[config.mk]
export PLATFORM = sky130hd
export DESIGN_NAME = burner_fault_manager
export DESIGN_NICKNAME = d
export VERILOG_FILES = /design/src/burner_fault_pkg.sv /design/src/hold_timer.sv /design/src/burner_fault_manager.sv
export VERILOG_INCLUDE_DIRS = /design/src /design/src/src
export SDC_FILE = /design/constraint.sdc
export NUM_CORES = 2
export LEC_CHECK = 0
export ABC_AREA = 0
export BUFFER_PORTS_ARGS = -buffer_cell sky130_fd_sc_hd__buf_4
export CAP_MARGIN = 20
export CORE_UTILIZATION = 30
export CTS_BUF_LIST = sky130_fd_sc_hd__clkbuf_4 sky130_fd_sc_hd__clkbuf_8 sky130_fd_sc_hd__clkbuf_16
export DETAILED_ROUTE_END_ITERATION = 7
export PLACE_DENSITY = 0.55
export SLEW_MARGIN = 40
export SYNTH_ARGS = -nofsm -noshare
export SYNTH_HDL_FRONTEND = slang
export SYNTH_SLANG_ARGS = --single-unit
[constraint.sdc]
create_clock -name sys_clk_in -period 3.25 [get_ports sys_clk_in]
set_input_delay 0.1625 -clock sys_clk_in [delete_from_list [all_inputs] [get_ports sys_clk_in]]
set_output_delay 0.1625 -clock sys_clk_in [all_outputs]
set_load 0.005 [all_outputs]
[src/burner_fault_regs.svh]
// constants of the burner fault manager: timing, codes, history depth
// assumes a 100 MHz system clock
`ifndef BURNER_FAULT_REGS_SVH
`define BURNER_FAULT_REGS_SVH
`define CYC_PER_MS 32'd100000
`define RESET_HOLD_MS 32'd2000
`define RELAY_DELAY_MS 32'd3000
`define RESTART_DELAY_MS 32'd3000
`define REPEAT_INT_MS 32'd10000
`define O2_HIST_MS 32'd5000
`define O2_PERSIST_MS 32'd30000
`define FLASH_HALF_MS 32'd250
`define HIST_DEPTH 4'd10
`define O2_SHUT_VALUE 8'h01
`define FLAME_CODE_MIN 4'h2
`define FLAME_CODE_MAX 4'hA
`define CODE_FLAME_RUN 9'h004
`define CODE_COMM_OVF 9'h066
`define CODE_DIN_DIFF 9'h06C
`define CODE_CRC_FAIL 9'h06E
`define CODE_RAM_FAIL 9'h06F
`define CODE_MODE_DIFF 9'h078
`define CODE_CORR_BASE 9'h079
`define CODE_O2_SHUT 9'h168
`endif

[src/burner_fault_pkg.sv]
// types shared by the burner fault manager and its hold timer
// assumes burner_fault_regs.svh on the include path
`include "burner_fault_regs.svh"
package burner_fault_pkg;
   typedef enum logic [1:0] {view_status, view_load, view_history,
      view_o2} view_type;
   typedef enum logic [1:0] {cls_none, cls_single, cls_repeat} restart_type;
   typedef enum logic [1:0] {st_ok, st_fault, st_restart} fault_state_type;
   typedef struct packed {
      logic origin_mon;
      logic [8:0] code;
   } code_type;
   typedef struct packed {
      code_type code;
      logic [31:0] stamp;
   } hist_entry_type;
   typedef struct packed {
      logic [7:0] ext_load;
      logic [7:0] int_load;
   } load_type;
   typedef struct packed {
      logic [3:0] flame_code;
      logic comm_ovf;
      logic crc_fail;
      logic ram_fail;
      logic din_diff;
      logic mode_diff;
      logic [4:0] corr_range;
      logic origin_mon;
   } fault_src_type;
   typedef struct packed {
      code_type code;
      logic [31:0] stamp;
      logic show_text;
      load_type load;
      logic o2_hist_open;
   } display_type;
   typedef struct packed {
      logic valid;
      code_type code;
      logic [31:0] stamp;
   } nv_write_type;
   typedef struct packed {
      logic [31:0] cnt;
      logic done;
   } timer_state_type;
   typedef struct packed {
      fault_state_type st;
      code_type code;
      logic [31:0] stamp;
      load_type load;
      restart_type cls;
      logic tried;
      logic [31:0] tmr;
      logic relay;
      logic restart;
      logic show_text;
      logic ext_meta;
      logic ext_sync;
      logic ext_done_d;
      hist_entry_type [`HIST_DEPTH-1:0] hist;
      logic [3:0] wr;
      logic [3:0] cnt;
      logic [3:0] step;
      logic o2_latched;
      logic o2_air;
      logic o2_pend;
      logic o2_seen;
      code_type o2_code;
      logic [31:0] o2_stamp;
      logic o2_open;
      logic [31:0] o2_tmr;
      logic [31:0] flash_cnt;
      logic flash;
      display_type disp;
      nv_write_type nv;
   } mgr_state_type;
endpackage

[src/hold_timer.sv]
// hold timer: done while the level has been high at least LIMIT cycles
// assumes level_in is already on the system clock
`timescale 1ns/1ps
module hold_timer #(
   parameter int unsigned LIMIT = 32'd2
) (
   // clock and reset
   input wire logic sys_clk_in,
   input wire logic sys_rst_in,
   // level and result
   input wire logic level_in,
   output logic done_out
);
   import burner_fault_pkg::*;
   timer_state_type r_reg, r_next;

   always_comb begin
      r_next = r_reg;
      if (!level_in) begin
         r_next.cnt = 32'd0;
         r_next.done = 1'b0;
      end else if (r_reg.cnt < LIMIT - 32'd1) begin
         r_next.cnt = r_reg.cnt + 32'd1;
      end else begin
         r_next.done = 1'b1;
      end
   end

   always_ff @(posedge sys_clk_in) begin
      if (sys_rst_in) begin
         r_reg <= '0;
      end else begin
         r_reg <= r_next;
      end
   end

   assign done_out = r_reg.done;
endmodule

[src/burner_fault_manager.sv]
// burner fault manager: safe state, relay delay, clearing, history,
// oxygen regulator errors, restart control and fault code encoding
// assumes panel keys, fault sources and counters come from logic on
// sys_clk_in as one-cycle key pulses; only the reset terminal is a pin
// Contract
// RULE1: any fault drives all actuators to their safe direction
// RULE2: fuel valves drop at once, fault relay energises after a delay
// RULE3: panel reset in status view clears fault unless cause present
// RULE4: reset terminal clears fault only if held two seconds
// RULE5: keep last ten faults with code and running time stamp
// RULE6: in history view each channel 1 up steps to next older fault
// RULE7: status view shows code; acceptance shows text and time stamp
// RULE8: capture external and internal load at fault, show in load view
// RULE9: oxygen perturbation warns, disables regulator, sets base value; the code raises o2_air_base_out only on air shortage
// RULE10: air shortage outputs its base value, shuts down if set to 1
// RULE11: oxygen forced shutdown reported with its own main code
// RULE12: oxygen errors clear at every start-up and on manual clear
// RULE13: oxygen history view closes after five seconds
// RULE14: oxygen fault recorded only when lasting over thirty seconds
// RULE15: oxygen record written when fault clears or mode leaves regulation
// RULE16: every code carries a main or monitoring origin tag
// RULE17: single class restarts once, repeat class retries at interval
// RULE18: fault indicator flashes while a repeat start-up is pending
// RULE19: flame supervision failures use codes two to ten
// RULE20: self-test failures use codes 102, 110 and 111
// RULE21: processor input or mode disagreement gives codes 108 and 120
// RULE22: channel correction out of range gives codes 121 to 125
// RULE23: a full history overwrites its oldest entry
`timescale 1ns/1ps
`include "burner_fault_regs.svh"
module burner_fault_manager #(
   parameter int unsigned RESET_HOLD_CYC = `RESET_HOLD_MS * `CYC_PER_MS,
   parameter int unsigned RELAY_CYC = `RELAY_DELAY_MS * `CYC_PER_MS,
   parameter int unsigned RESTART_CYC = `RESTART_DELAY_MS * `CYC_PER_MS,
   parameter int unsigned REPEAT_CYC = `REPEAT_INT_MS * `CYC_PER_MS,
   parameter bit REPEAT_EN = 1'b1,
   parameter int unsigned O2_HIST_CYC = `O2_HIST_MS * `CYC_PER_MS,
   parameter int unsigned O2_PERSIST_CYC = `O2_PERSIST_MS * `CYC_PER_MS,
   parameter int unsigned FLASH_CYC = `FLASH_HALF_MS * `CYC_PER_MS
) (
   // clock and reset
   input wire logic sys_clk_in,
   input wire logic sys_rst_in,
   // fault sources and burner context
   input wire burner_fault_pkg::fault_src_type fault_src_in,
   input wire logic fault_present_in,
   input wire logic fuel_demand_in,
   input wire logic [31:0] runtime_in,
   input wire burner_fault_pkg::load_type load_in,
   input wire logic burner_start_in,
   // reset terminal pin
   input wire logic ext_reset_pin_in,
   // operator panel
   input wire burner_fault_pkg::view_type view_in,
   input wire logic key_reset_in,
   input wire logic key_accept_in,
   input wire logic key_ch1_up_in,
   input wire logic key_o2_hist_in,
   // oxygen regulator
   input wire logic o2_perturb_in,
   input wire logic o2_air_short_in,
   input wire logic [8:0] o2_code_in,
   input wire logic [7:0] o2_shut_cfg_in,
   input wire logic o2_clear_in,
   input wire logic reg_mode_in,
   // actuators and relays
   output logic act_safe_out,
   output logic fuel_valve_en_out,
   output logic fault_relay_out,
   output logic fault_led_out,
   output logic restart_req_out,
   // oxygen regulator control
   output logic o2_reg_en_out,
   output logic o2_air_base_out,
   output logic o2_warn_out,
   // display and nonvolatile record
   output burner_fault_pkg::display_type display_out,
   output burner_fault_pkg::nv_write_type nv_write_out
);
   import burner_fault_pkg::*;
   mgr_state_type r_reg, r_next;
   logic det;
   code_type det_code;
   restart_type det_cls;
   logic ext_done;
   logic o2_err;
   logic o2_qual;
   logic pend_restart;
   logic [31:0] wait_cyc;
   logic [3:0] hist_idx;

   assign o2_err = o2_perturb_in | o2_air_short_in;

   hold_timer #(
      .LIMIT(RESET_HOLD_CYC)
   ) u_ext_hold (
      .sys_clk_in(sys_clk_in),
      .sys_rst_in(sys_rst_in),
      .level_in(r_reg.ext_sync),
      .done_out(ext_done)
   );

   hold_timer #(
      .LIMIT(O2_PERSIST_CYC)
   ) u_o2_persist (
      .sys_clk_in(sys_clk_in),
      .sys_rst_in(sys_rst_in),
      .level_in(o2_err),
      .done_out(o2_qual)
   );

   // fault encoder, highest priority last
   always_comb begin
      det = 1'b0;
      det_code = '0;
      det_cls = cls_none;
      det_code.origin_mon = fault_src_in.origin_mon; // see RULE16
      if (fault_src_in.flame_code >= `FLAME_CODE_MIN &&
          fault_src_in.flame_code <= `FLAME_CODE_MAX) begin
         det = 1'b1;
         det_code.code = {5'h00, fault_src_in.flame_code}; // see RULE19
         if (det_code.code == `CODE_FLAME_RUN) begin
            det_cls = cls_repeat;
         end
      end
      for (int i = 4; i >= 0; i--) begin
         if (fault_src_in.corr_range[i]) begin
            det = 1'b1;
            det_code.code = `CODE_CORR_BASE + 9'(i); // see RULE22
            det_code.origin_mon = 1'b1;
            det_cls = cls_none;
         end
      end
      if (fault_src_in.mode_diff) begin
         det = 1'b1;
         det_code.code = `CODE_MODE_DIFF; // see RULE21
         det_cls = cls_single;
      end
      if (fault_src_in.din_diff) begin
         det = 1'b1;
         det_code.code = `CODE_DIN_DIFF; // see RULE21
         det_code.origin_mon = 1'b0;
         det_cls = cls_none;
      end
      if (fault_src_in.comm_ovf | fault_src_in.crc_fail |
          fault_src_in.ram_fail) begin
         det = 1'b1;
         det_cls = cls_none;
         det_code.code = fault_src_in.ram_fail ? `CODE_RAM_FAIL : // see RULE20
            fault_src_in.crc_fail ? `CODE_CRC_FAIL : `CODE_COMM_OVF;
      end
      if (o2_air_short_in && o2_shut_cfg_in == `O2_SHUT_VALUE) begin
         det = 1'b1; // see RULE10
         det_code.code = `CODE_O2_SHUT; // see RULE11
         det_code.origin_mon = 1'b0;
         det_cls = cls_none;
      end
   end

   always_comb begin
      r_next = r_reg;
      r_next.restart = 1'b0;
      r_next.nv.valid = 1'b0;
      r_next.ext_meta = ext_reset_pin_in;
      r_next.ext_sync = r_reg.ext_meta;
      r_next.ext_done_d = ext_done;
      pend_restart = (det_cls == cls_single && !r_reg.tried) ||
         (det_cls == cls_repeat && REPEAT_EN); // see RULE17
      wait_cyc = (r_reg.cls == cls_single) ? RESTART_CYC : REPEAT_CYC;
      hist_idx = (r_reg.wr >= r_reg.step) ? 4'(r_reg.wr - r_reg.step) :
         4'(r_reg.wr + `HIST_DEPTH - r_reg.step);
      unique case (r_reg.st)
         st_ok: begin
            r_next.relay = 1'b0;
            if (det) begin
               r_next.st = pend_restart ? st_restart : st_fault;
               r_next.code = det_code;
               r_next.stamp = runtime_in;
               r_next.load = load_in; // see RULE8
               r_next.cls = det_cls;
               r_next.tmr = 32'd0;
               r_next.show_text = 1'b0;
               if (det_cls == cls_single) begin
                  r_next.tried = 1'b1;
               end
               r_next.hist[r_reg.wr] = {det_code, runtime_in}; // see RULE5
               r_next.wr = (r_reg.wr == `HIST_DEPTH - 4'd1) ? 4'd0 :
                  4'(r_reg.wr + 4'd1); // see RULE23
               if (r_reg.cnt < `HIST_DEPTH) begin
                  r_next.cnt = 4'(r_reg.cnt + 4'd1);
               end
            end
         end
         st_fault, st_restart: begin
            if (r_reg.tmr != 32'hFFFFFFFF) begin
               r_next.tmr = r_reg.tmr + 32'd1;
            end
            r_next.relay = (r_reg.tmr >= RELAY_CYC - 32'd1); // see RULE2
            if (r_reg.st == st_restart && r_reg.tmr >= wait_cyc - 32'd1) begin
               r_next.st = st_ok; // see RULE17
               r_next.restart = 1'b1;
               r_next.relay = 1'b0;
            end
            if ((view_in == view_status && key_reset_in &&
                 !fault_present_in) || // see RULE3
                (ext_done && !r_reg.ext_done_d)) begin // see RULE4
               r_next.st = st_ok;
               r_next.relay = 1'b0;
               r_next.tried = 1'b0;
            end
         end
         default: begin
            r_next.st = st_ok;
         end
      endcase
      if (view_in != view_status && view_in != view_history) begin
         r_next.show_text = 1'b0;
      end else if (key_accept_in) begin
         r_next.show_text = 1'b1; // see RULE7
      end
      if (view_in != view_history) begin
         r_next.step = 4'd0;
      end else if (key_ch1_up_in && r_reg.step < r_reg.cnt) begin
         r_next.step = 4'(r_reg.step + 4'd1); // see RULE6
      end
      // oxygen errors: a new error wins over a clear
      if (burner_start_in | o2_clear_in) begin
         r_next.o2_latched = 1'b0; // see RULE12
         r_next.o2_air = 1'b0;
      end
      if (o2_err) begin
         r_next.o2_latched = 1'b1; // see RULE9
      end
      if (o2_air_short_in) begin
         r_next.o2_air = 1'b1; // see RULE10
      end
      if (!o2_err) begin
         r_next.o2_seen = 1'b0;
      end else if (o2_qual && !r_reg.o2_seen) begin
         r_next.o2_seen = 1'b1; // see RULE14
         r_next.o2_pend = 1'b1;
         r_next.o2_code = {1'b0, o2_code_in};
         r_next.o2_stamp = runtime_in;
      end
      if (r_reg.o2_pend && (!o2_err || !reg_mode_in)) begin
         r_next.o2_pend = 1'b0; // see RULE15
         r_next.nv = {1'b1, r_reg.o2_code, r_reg.o2_stamp};
      end
      if (key_o2_hist_in) begin
         r_next.o2_open = 1'b1;
         r_next.o2_tmr = 32'd0;
      end else if (r_reg.o2_open) begin
         r_next.o2_tmr = r_reg.o2_tmr + 32'd1;
         if (r_reg.o2_tmr >= O2_HIST_CYC - 32'd1) begin
            r_next.o2_open = 1'b0; // see RULE13
         end
      end
      if (r_reg.st != st_restart || r_reg.flash_cnt >= FLASH_CYC - 32'd1)
      begin
         r_next.flash_cnt = 32'd0;
         r_next.flash = (r_reg.st == st_restart) ? !r_reg.flash : 1'b1;
      end else begin
         r_next.flash_cnt = r_reg.flash_cnt + 32'd1;
      end
      r_next.disp = '0;
      r_next.disp.o2_hist_open = r_next.o2_open;
      r_next.disp.show_text = r_next.show_text;
      unique case (view_in)
         view_status: begin
            if (r_reg.st != st_ok) begin
               r_next.disp.code = r_reg.code; // see RULE7
               r_next.disp.stamp = r_next.show_text ? r_reg.stamp : 32'd0;
            end
         end
         view_load: begin
            r_next.disp.load = r_reg.load; // see RULE8
         end
         view_history: begin
            if (r_reg.step != 4'd0) begin
               r_next.disp.code = r_reg.hist[hist_idx].code; // see RULE6
               r_next.disp.stamp = r_reg.hist[hist_idx].stamp;
            end
         end
         view_o2: begin
            r_next.disp.code = r_reg.o2_code;
            r_next.disp.stamp = r_reg.o2_stamp;
         end
      endcase
   end

   always_ff @(posedge sys_clk_in) begin
      if (sys_rst_in) begin
         r_reg <= '0;
      end else begin
         r_reg <= r_next;
      end
   end

   // safe drive and fuel shut-off act in the detecting cycle
   assign act_safe_out = (r_reg.st != st_ok) || det; // see RULE1
   assign fuel_valve_en_out = fuel_demand_in && r_reg.st == st_ok &&
      !det; // see RULE2
   assign fault_relay_out = r_reg.relay;
   assign fault_led_out = (r_reg.st == st_restart) ? r_reg.flash :
      (r_reg.st == st_fault); // see RULE18
   assign restart_req_out = r_reg.restart;
   assign o2_reg_en_out = !r_reg.o2_latched;
   assign o2_air_base_out = r_reg.o2_air;
   assign o2_warn_out = r_reg.o2_latched;
   assign display_out = r_reg.disp;
   assign nv_write_out = r_reg.nv;
endmodule

* Word level (Yosys, flattened, before mapping)
Index checks and enable logic that the tools add are counted.
** Cells by class
- $add $sub $neg :: 12
- Order comparisons :: 14
- Equal/unequal tests :: 19
- Mux-type cells :: 69
- Bitwise logic cells :: 8
- Reductions and logical operators :: 51
** Operator list (count)
- 420-bit bitwise mux :: 1
- 42-bit binary-select mux with 4-bit select :: 1
- 42-bit demux with 4-bit select :: 1
- 42-bit two-way mux :: 4
- 32-bit by 1-bit adder with 32-bit output (second input constant) :: 5
- 42-bit case mux with 3 select lines :: 1
- 95-bit two-way mux :: 1
- 10-bit two-way mux :: 7
- 34-bit case mux with 2 select lines :: 1
- 33-bit two-way mux :: 2
- 32-bit by 29-bit >= comparator with 1-bit output (second input constant) :: 2
- 32-bit two-way mux :: 2
- 43-bit two-way mux :: 1
- 32-bit by 25-bit >= comparator with 1-bit output (second input constant) :: 1
- 32-bit >= comparator :: 1
- 32-bit by 28-bit less-than comparator with 1-bit output (second input constant) :: 1
- 32-bit less-than comparator (second input constant) :: 1
- 2-bit two-way mux :: 16
- 32-bit inequality test (second input constant) :: 1
- 30-bit by 1-bit subtractor with 31-bit output (second input constant) :: 1
- 30-bit two-way mux :: 1
- 1-bit two-way mux :: 22
- 4-bit two-way mux :: 5
- 9-bit two-way mux :: 2
- other kinds (30) :: 92
** Word-level totals
- Register bits :: 810
- Input bits :: 96
- Output and inout port bits :: 111
- Logic and storage cells :: 243

* Logic depth before layout (Yosys ltp)
- Depth in word-level cells :: 19
- Mapped depth :: 15
- Mapped depth without buffers :: 12

* By module
From an unflattened synthesis, not the netlist that was laid out.
** Second synthesis, totals
- Cells, all modules :: 4532
- Area total of the unflattened synthesis :: 35738.0 sq um
** By module, submodules not included
- burner_fault_manager :: instances 1, cells each 4114, area an instance 32269.7 sq um, seq. area each 14453.9 sq um
- hold_timer (u_o2_persist) :: instances 1, cells each 236, area an instance 1934.4 sq um, seq. area each 660.6 sq um
- hold_timer (u_ext_hold) :: instances 1, cells each 182, area an instance 1534.0 sq um, seq. area each 660.6 sq um

* Worst setup path after synthesis
Ideal clock, no wire load.
- Kind :: flip-flop to flip-flop
- From :: register r_reg[216] (netlist bit)
- To :: register r_reg (netlist bit display_out[29])
- Library setup time :: 132 ps
- Arrival :: 2888 ps
- Required time :: 3118 ps
- Slack :: 229 ps
- Stages on the path, launching flop included :: 15
- Buffers on the path :: 3
- Clock period less this slack :: 3021 ps
- Cells stage by stage :: dfxtp_1 -> inv_1 -> ha_1 -> inv_1 -> ha_1 -> fa_1 -> o211ai_1 -> clkbuf_1 -> o21ai_0 -> nand2_1 -> buf_2 -> clkbuf_1 -> o22ai_1 -> o21ai_0 -> a21oi_1
** On the way
- Word-level cells in the longest chain between the ends :: 6
- Elaborated cells between the ends (all ways) :: 9
- Those cells by class :: 2 x add/sub; 1 x order compare; 5 x mux; 1 x reduce/logical
** Ends and longest elaborated chain
- from (decl) :: RTL line burner_fault_manager.sv:81 : mgr_state_type r_reg, r_next;
- from (signal assigned) :: RTL line burner_fault_manager.sv:295 : r_reg <= r_next;
- 4-bit subtractor (tied with other cells) :: RTL line burner_fault_manager.sv:171 : 4'(r_reg.wr + `HIST_DEPTH - r_reg.step);
- 4-bit two-way mux :: RTL line burner_fault_manager.sv:170 : hist_idx = (r_reg.wr >= r_reg.step) ? 4'(r_reg.wr - r_reg.step) :
- 42-bit binary-select mux with 4-bit select :: RTL line burner_fault_manager.sv:281 : r_next.disp.stamp = r_reg.hist[hist_idx].stamp;
- 42-bit two-way mux (not written as such) :: RTL line burner_fault_manager.sv:281
- 42-bit two-way mux (*) :: RTL line burner_fault_manager.sv:279 : if (r_reg.step != 4'd0) begin
- 42-bit case mux with 3 select lines (*) :: RTL line burner_fault_manager.sv:268 : unique case (view_in)
Mark *: on every way between the ends. The rest lies on a longest branch, timed or not. The select of a mux whose other input is x is not followed.
A chain may end at the register's enable or synchronous reset.

* Final worst setup path
- From :: register r_reg[225] (netlist bit)
- To :: register r_reg (netlist bit display_out[47])
** On the way
- Word-level cells in the longest chain between the ends :: 7
- Elaborated cells between the ends (all ways) :: 9
- Those cells by class :: 3 x add/sub; 1 x order compare; 5 x mux
** Ends and longest elaborated chain (RTL line)
- 4-bit adder (no line)
- 4-bit subtractor :: burner_fault_manager.sv:171
- 4-bit two-way mux (*) :: burner_fault_manager.sv:170
- 42-bit binary-select mux with 4-bit select (*) :: burner_fault_manager.sv:281
- 42-bit two-way mux (not written as such) (*) :: burner_fault_manager.sv:281
- 42-bit two-way mux (*) :: burner_fault_manager.sv:279
- 42-bit case mux with 3 select lines (*) :: burner_fault_manager.sv:268
Marks and branches as above.

==> results <==
- Entering global routing, the biggest net connects 153 pins.
- The number of failing hold endpoints at the final stage is 0.
- The worst path uses 93.5% of the clock period.
- Synthesis produced 4,548 cells.
- The placed wire-length estimate is 73,000 um.
- The type of origin of the critical path is a flop.
- In this run, synthesis produced a sequential element count of roughly 800.
- The internal power of the cells totals 19,800 uW.
- The distinct cell type count of the synthesized netlist is 79.
- The tree is rooted in a sky130_fd_sc_hd__clkbuf_16.
- The startpoint of the worst-slack reg-to-reg timing path is r_reg[225]$_SDFFE_PP0P_.
- STA classifies the critical path endpoint as a flop.
- After detailed routing, the number of remaining DRC violations is 0.
- The tightest hold path in the finished design has a slack of approximately 0.034 ns.
- In this run, flip-flops and latches consume 36.0% of the power.
- At the end of the flow, the number of nets in the layout was 4,713.
- The type of the worst min-delay path is primary input to flop.
- The switching part of the total is 33.6%.
- The worst flop-to-flop path endpoint is display_out[47]$_SDFF_PP0_.
- The type of the setup path with the least slack is flop to flop.
- The die span in x is 345 um.
- Cells with a size suffix above 1 make up roughly an eighth of the layout.
- In this run the worst path has a maximum fanout of 25.
- Setup violations remaining at the end of the flow were counted as 0.
- Measured along the y axis, the die boundary spans about 350 um.
- The analysis attributes to net switching a power of 9990 uW.
- The maximum clock insertion buffer count is 3.
- The maximum clock rate is 329 MHz.
- In this run the number of H-tree levels came out at 3.
- The number of max-slew violations in the final report is 0.
- The register area share after synthesis is 44.6%.
- The total vias in the final route is 31,500.
- Data arrives at the worst endpoint at 3.54 ns.
- The mean post-synth cell area is 7.77 um^2.
- The register with the most flip-flops in the layout has 615 of them.
- The worst setup skew after layout is 0.0294 ns.
- The count of yosys warnings during synthesis is 0.
- The logic gate share of total power is 26.6%.
- Compared with the post-synthesis result, the final layout area differs by 18.6%.
- For this design, the sink count on the clock tree is 788.
- The number of buffers inserted during clock tree synthesis is slightly above 90.
- Setup repair after global routing left no endpoint under its margin.
- For flop-to-flop paths, the worst setup slack is 0.21 ns.
- The power density of the placed cells is between 700 and 800 nW/um^2.
- The largest voltage drop on the vdd net is 0.000626 V.
- The number of DRC markers in iteration 0 is 2,645.
- The hold path endpoint is r_reg[215]$_SDFFE_PP0P_.
- The filler cell count in the final layout is 11,900.
- The average routed wire per standard cell is 19.0 um.
- The initial core utilization is 30.3%.
- The share of total power dissipated in the clock network is 37.4%.
- The total overflow left after global routing is 0.
- After synthesis, the share of flip-flops with an asynchronous set or reset is 0%.
- For this design the top-level I/O count stands at between 200 and 250.
- The final cell count without fillers is 6,175.
- TritonCTS built the clock tree.
- The clock-pin slew of the registers on the worst-case setup and hold paths is approximately 0.06 ns.
- The core region is 117,000 um^2.
- The cell row count is 125.
- The initial antenna violation count is 1.
- Including well taps, the total number of placed cells is 5,926.
- The count of antenna-violating nets left after detailed routing is 0.
- The post-detailed-placement cell area is 37,800 um^2.
- Summed over all layers, the routed wires come to between 100,000 and 150,000 um.
- The wire length of the first global-routing pass is between 150,000 and 200,000 um.
- In this run the static leakage power is roughly 0.015 uW.
- The via count of the first global-routing pass was between 20,000 and 30,000.
- Using the TritonRoute via totals, the vias-per-cell ratio works out to a little over 5.
- For the worst setup path, the data required time is 3.75 ns.
- The startpoint identified for the worst hold timing path is view_in[1].
- Setup slack closes at approximately 0.21 ns.
- The transition at the pin with the smallest max-transition slack is between 0.8 and 0.9 ns.
- The worst-case headroom to the max-slew limit is 41.0%.
- The full die area is 119,000 um^2.
- Setup total negative slack on the finished layout was measured at 0 ns.
- The path depth of the worst reg2reg path is 12.
- The synthesized design contains 0 enable-type register cells.
- The post-synth design cell area is 35,300 um^2.
- The flow ran to the end, and the final reports show no timing, DRC or antenna violations.
- The count of buffers added on input and output ports is slightly above 200.
- The main flop type after synthesis is sky130_fd_sc_hd__dfxtp_1.
- The clock latency of the later-clocked register in the worst-skew pair is 0.67 ns.
- The worst setup timing slack at the placement stage is 0.157 ns.
- The tool flagged a number of max-cap violations equal to 0.
- The length of the first detailed-routing pass in iterations is 5.
- After layout, the minimum clock period comes to ~3.0 ns.
- At the end of routability-driven placement, the weighted congestion stood at a little over 0.8.
- The finished layout cell area is 41,900 um^2.
- The number of cells traversed by the worst hold path is 4.
- The all-layer global routing usage is a little under a fifth.
[stage by stage]
step | util, % | power, uW
global placement | 32.4 | 18600
floorplan | - | 15700
finish | 36.0 | 29800
detailed placement | 32.4 | 18700
CTS | 35.9 | 29900
global route | 36.0 | 31100
[synthesized netlist by cell type (all sizes together) (33+ instances only)]
library cell | number | area share (%)
inv | 39 | 0.41
nor2 | 327 | 3.5
o22ai | 46 | 0.81
buf | 228 | 4.2
o21ai | 158 | 2.3
xnor2 | 37 | 0.94
mux2i | 80 | 2.3
ha | 35 | 1.2
a22oi | 38 | 0.81
xor2 | 84 | 2.1
and3 | 38 | 0.67
nand2 | 1185 | 13
nand3 | 70 | 0.99
nor3 | 33 | 0.50
clkbuf | 242 | 2.6
o211ai | 77 | 1.6
mux2 | 40 | 1.3
nand4 | 57 | 1.0
dfxtp | 788 | 45
a21oi | 682 | 9.7
[final cells by class]
class                           instances  area, um^2  area share, %
Antenna cell                            1        2.50        0.00597
Timing Repair Buffer                  401        3520           8.41
Clock inverter                         32         517           1.23
Tap cell                             1524        1910           4.55
Sequential cell                       788       15800           37.6
Inverter                               39         146          0.349
Clock buffer                          132        2780           6.63
Multi-Input combinational cell       3258       17300           41.2
[cell families after synthesis]
group | share of synthesized area [%]
fa+ha+maj | 1.41
mux | 3.67
buf+inv | 7.15
xor+xnor | 3.02
simple gates | 22.0
flops | 44.6
compound gates | 18.1
other cells | 0.0106
[power by group through the flow]
stage	logic (uW)	clock network (uW)	registers (uW)
2_1_floorplan	4920	0	10800
3_3_place_gp	7650	0	10900
3_5_place_dp	7740	0	10900
4_1_cts	7840	11400	10700
5_1_grt	8510	11800	10800
6_report	7920	11100	10700
[layout by cell type, fill, tap and decap left out, types with 17 or more instances in the layout]
cell type                          n
sky130_fd_sc_hd__a211oi_1         26
sky130_fd_sc_hd__a21oi_1         681
sky130_fd_sc_hd__a22oi_1          38
sky130_fd_sc_hd__and2_1           29
sky130_fd_sc_hd__and3_1           30
sky130_fd_sc_hd__buf_12           24
sky130_fd_sc_hd__buf_4           295
sky130_fd_sc_hd__clkbuf_16        95
sky130_fd_sc_hd__clkbuf_4         17
sky130_fd_sc_hd__clkbuf_8         20
sky130_fd_sc_hd__dfxtp_1         788
sky130_fd_sc_hd__dlygate4sd3_1    78
sky130_fd_sc_hd__ha_1             34
sky130_fd_sc_hd__inv_1            39
sky130_fd_sc_hd__mux2_2           40
sky130_fd_sc_hd__mux2i_1          79
sky130_fd_sc_hd__nand2_1        1183
sky130_fd_sc_hd__nand3_1          64
sky130_fd_sc_hd__nand4_1          57
sky130_fd_sc_hd__nor2_1          324
sky130_fd_sc_hd__nor3_1           31
sky130_fd_sc_hd__o211ai_1         77
sky130_fd_sc_hd__o21ai_0         152
sky130_fd_sc_hd__o221ai_1         32
sky130_fd_sc_hd__o22ai_1          45
sky130_fd_sc_hd__or3_1            26
sky130_fd_sc_hd__xnor2_1          36
sky130_fd_sc_hd__xor2_1           83
[worst max-delay path by stage]
stage / from / endpoint / slack (ns) / depth (start not counted)
4_1_cts: r_reg[223]$_SDFFE_PP0P_ / display_out[56]$_SDFF_PP0_ / 0.12 / 11
3_5_place_dp: r_reg[223]$_SDFFE_PP0P_ / display_out[28]$_SDFF_PP0_ / 0.16 / 12
5_1_grt: r_reg[216]$_SDFFE_PP0P_ / display_out[49]$_SDFF_PP0_ / 0.01 / 14
3_3_place_gp: r_reg[223]$_SDFFE_PP0P_ / display_out[56]$_SDFF_PP0_ / 0.19 / 11
6_report: r_reg[225]$_SDFFE_PP0P_ / display_out[47]$_SDFF_PP0_ / 0.21 / 12
2_1_floorplan: r_reg[216]$_SDFFE_PP0P_ / display_out[29]$_SDFF_PP0_ / 0.23 / 14
[critical path, cell delays in order (launching register included)]
cell and delay, ns:
sky130_fd_sc_hd__dfxtp_1 0.48, sky130_fd_sc_hd__ha_1 0.27, sky130_fd_sc_hd__inv_1 0.07, sky130_fd_sc_hd__fa_1 0.48
sky130_fd_sc_hd__o21ai_4 0.14, sky130_fd_sc_hd__buf_4 0.19, sky130_fd_sc_hd__buf_4 0.12, sky130_fd_sc_hd__nand2b_2 0.06
sky130_fd_sc_hd__buf_4 0.26, sky130_fd_sc_hd__o221ai_1 0.22, sky130_fd_sc_hd__o211ai_1 0.14, sky130_fd_sc_hd__o21ai_0 0.32
sky130_fd_sc_hd__a21oi_1 0.11
[what timing repair did]
| action | in CTS | in global routing |
|---|---|---|
| hold endpoints to repair | 469 | 0 |
| setup buffers | 0 | 6 |
| hold buffers | 78 | 0 |
| gates resized for setup | 0 | 3 |
| setup endpoints to repair | 0 | 15 |
[per-layer routing]
layer,track usage (%),wire (um),vias to the layer above
met5,0,0,-
met4,5.68,2610,0
li1,-,-,15400
met1,25.4,53000,15100
met3,2.57,6200,166
met2,31.9,55300,871
Note: power is estimated with default switching activity, not from simulation.
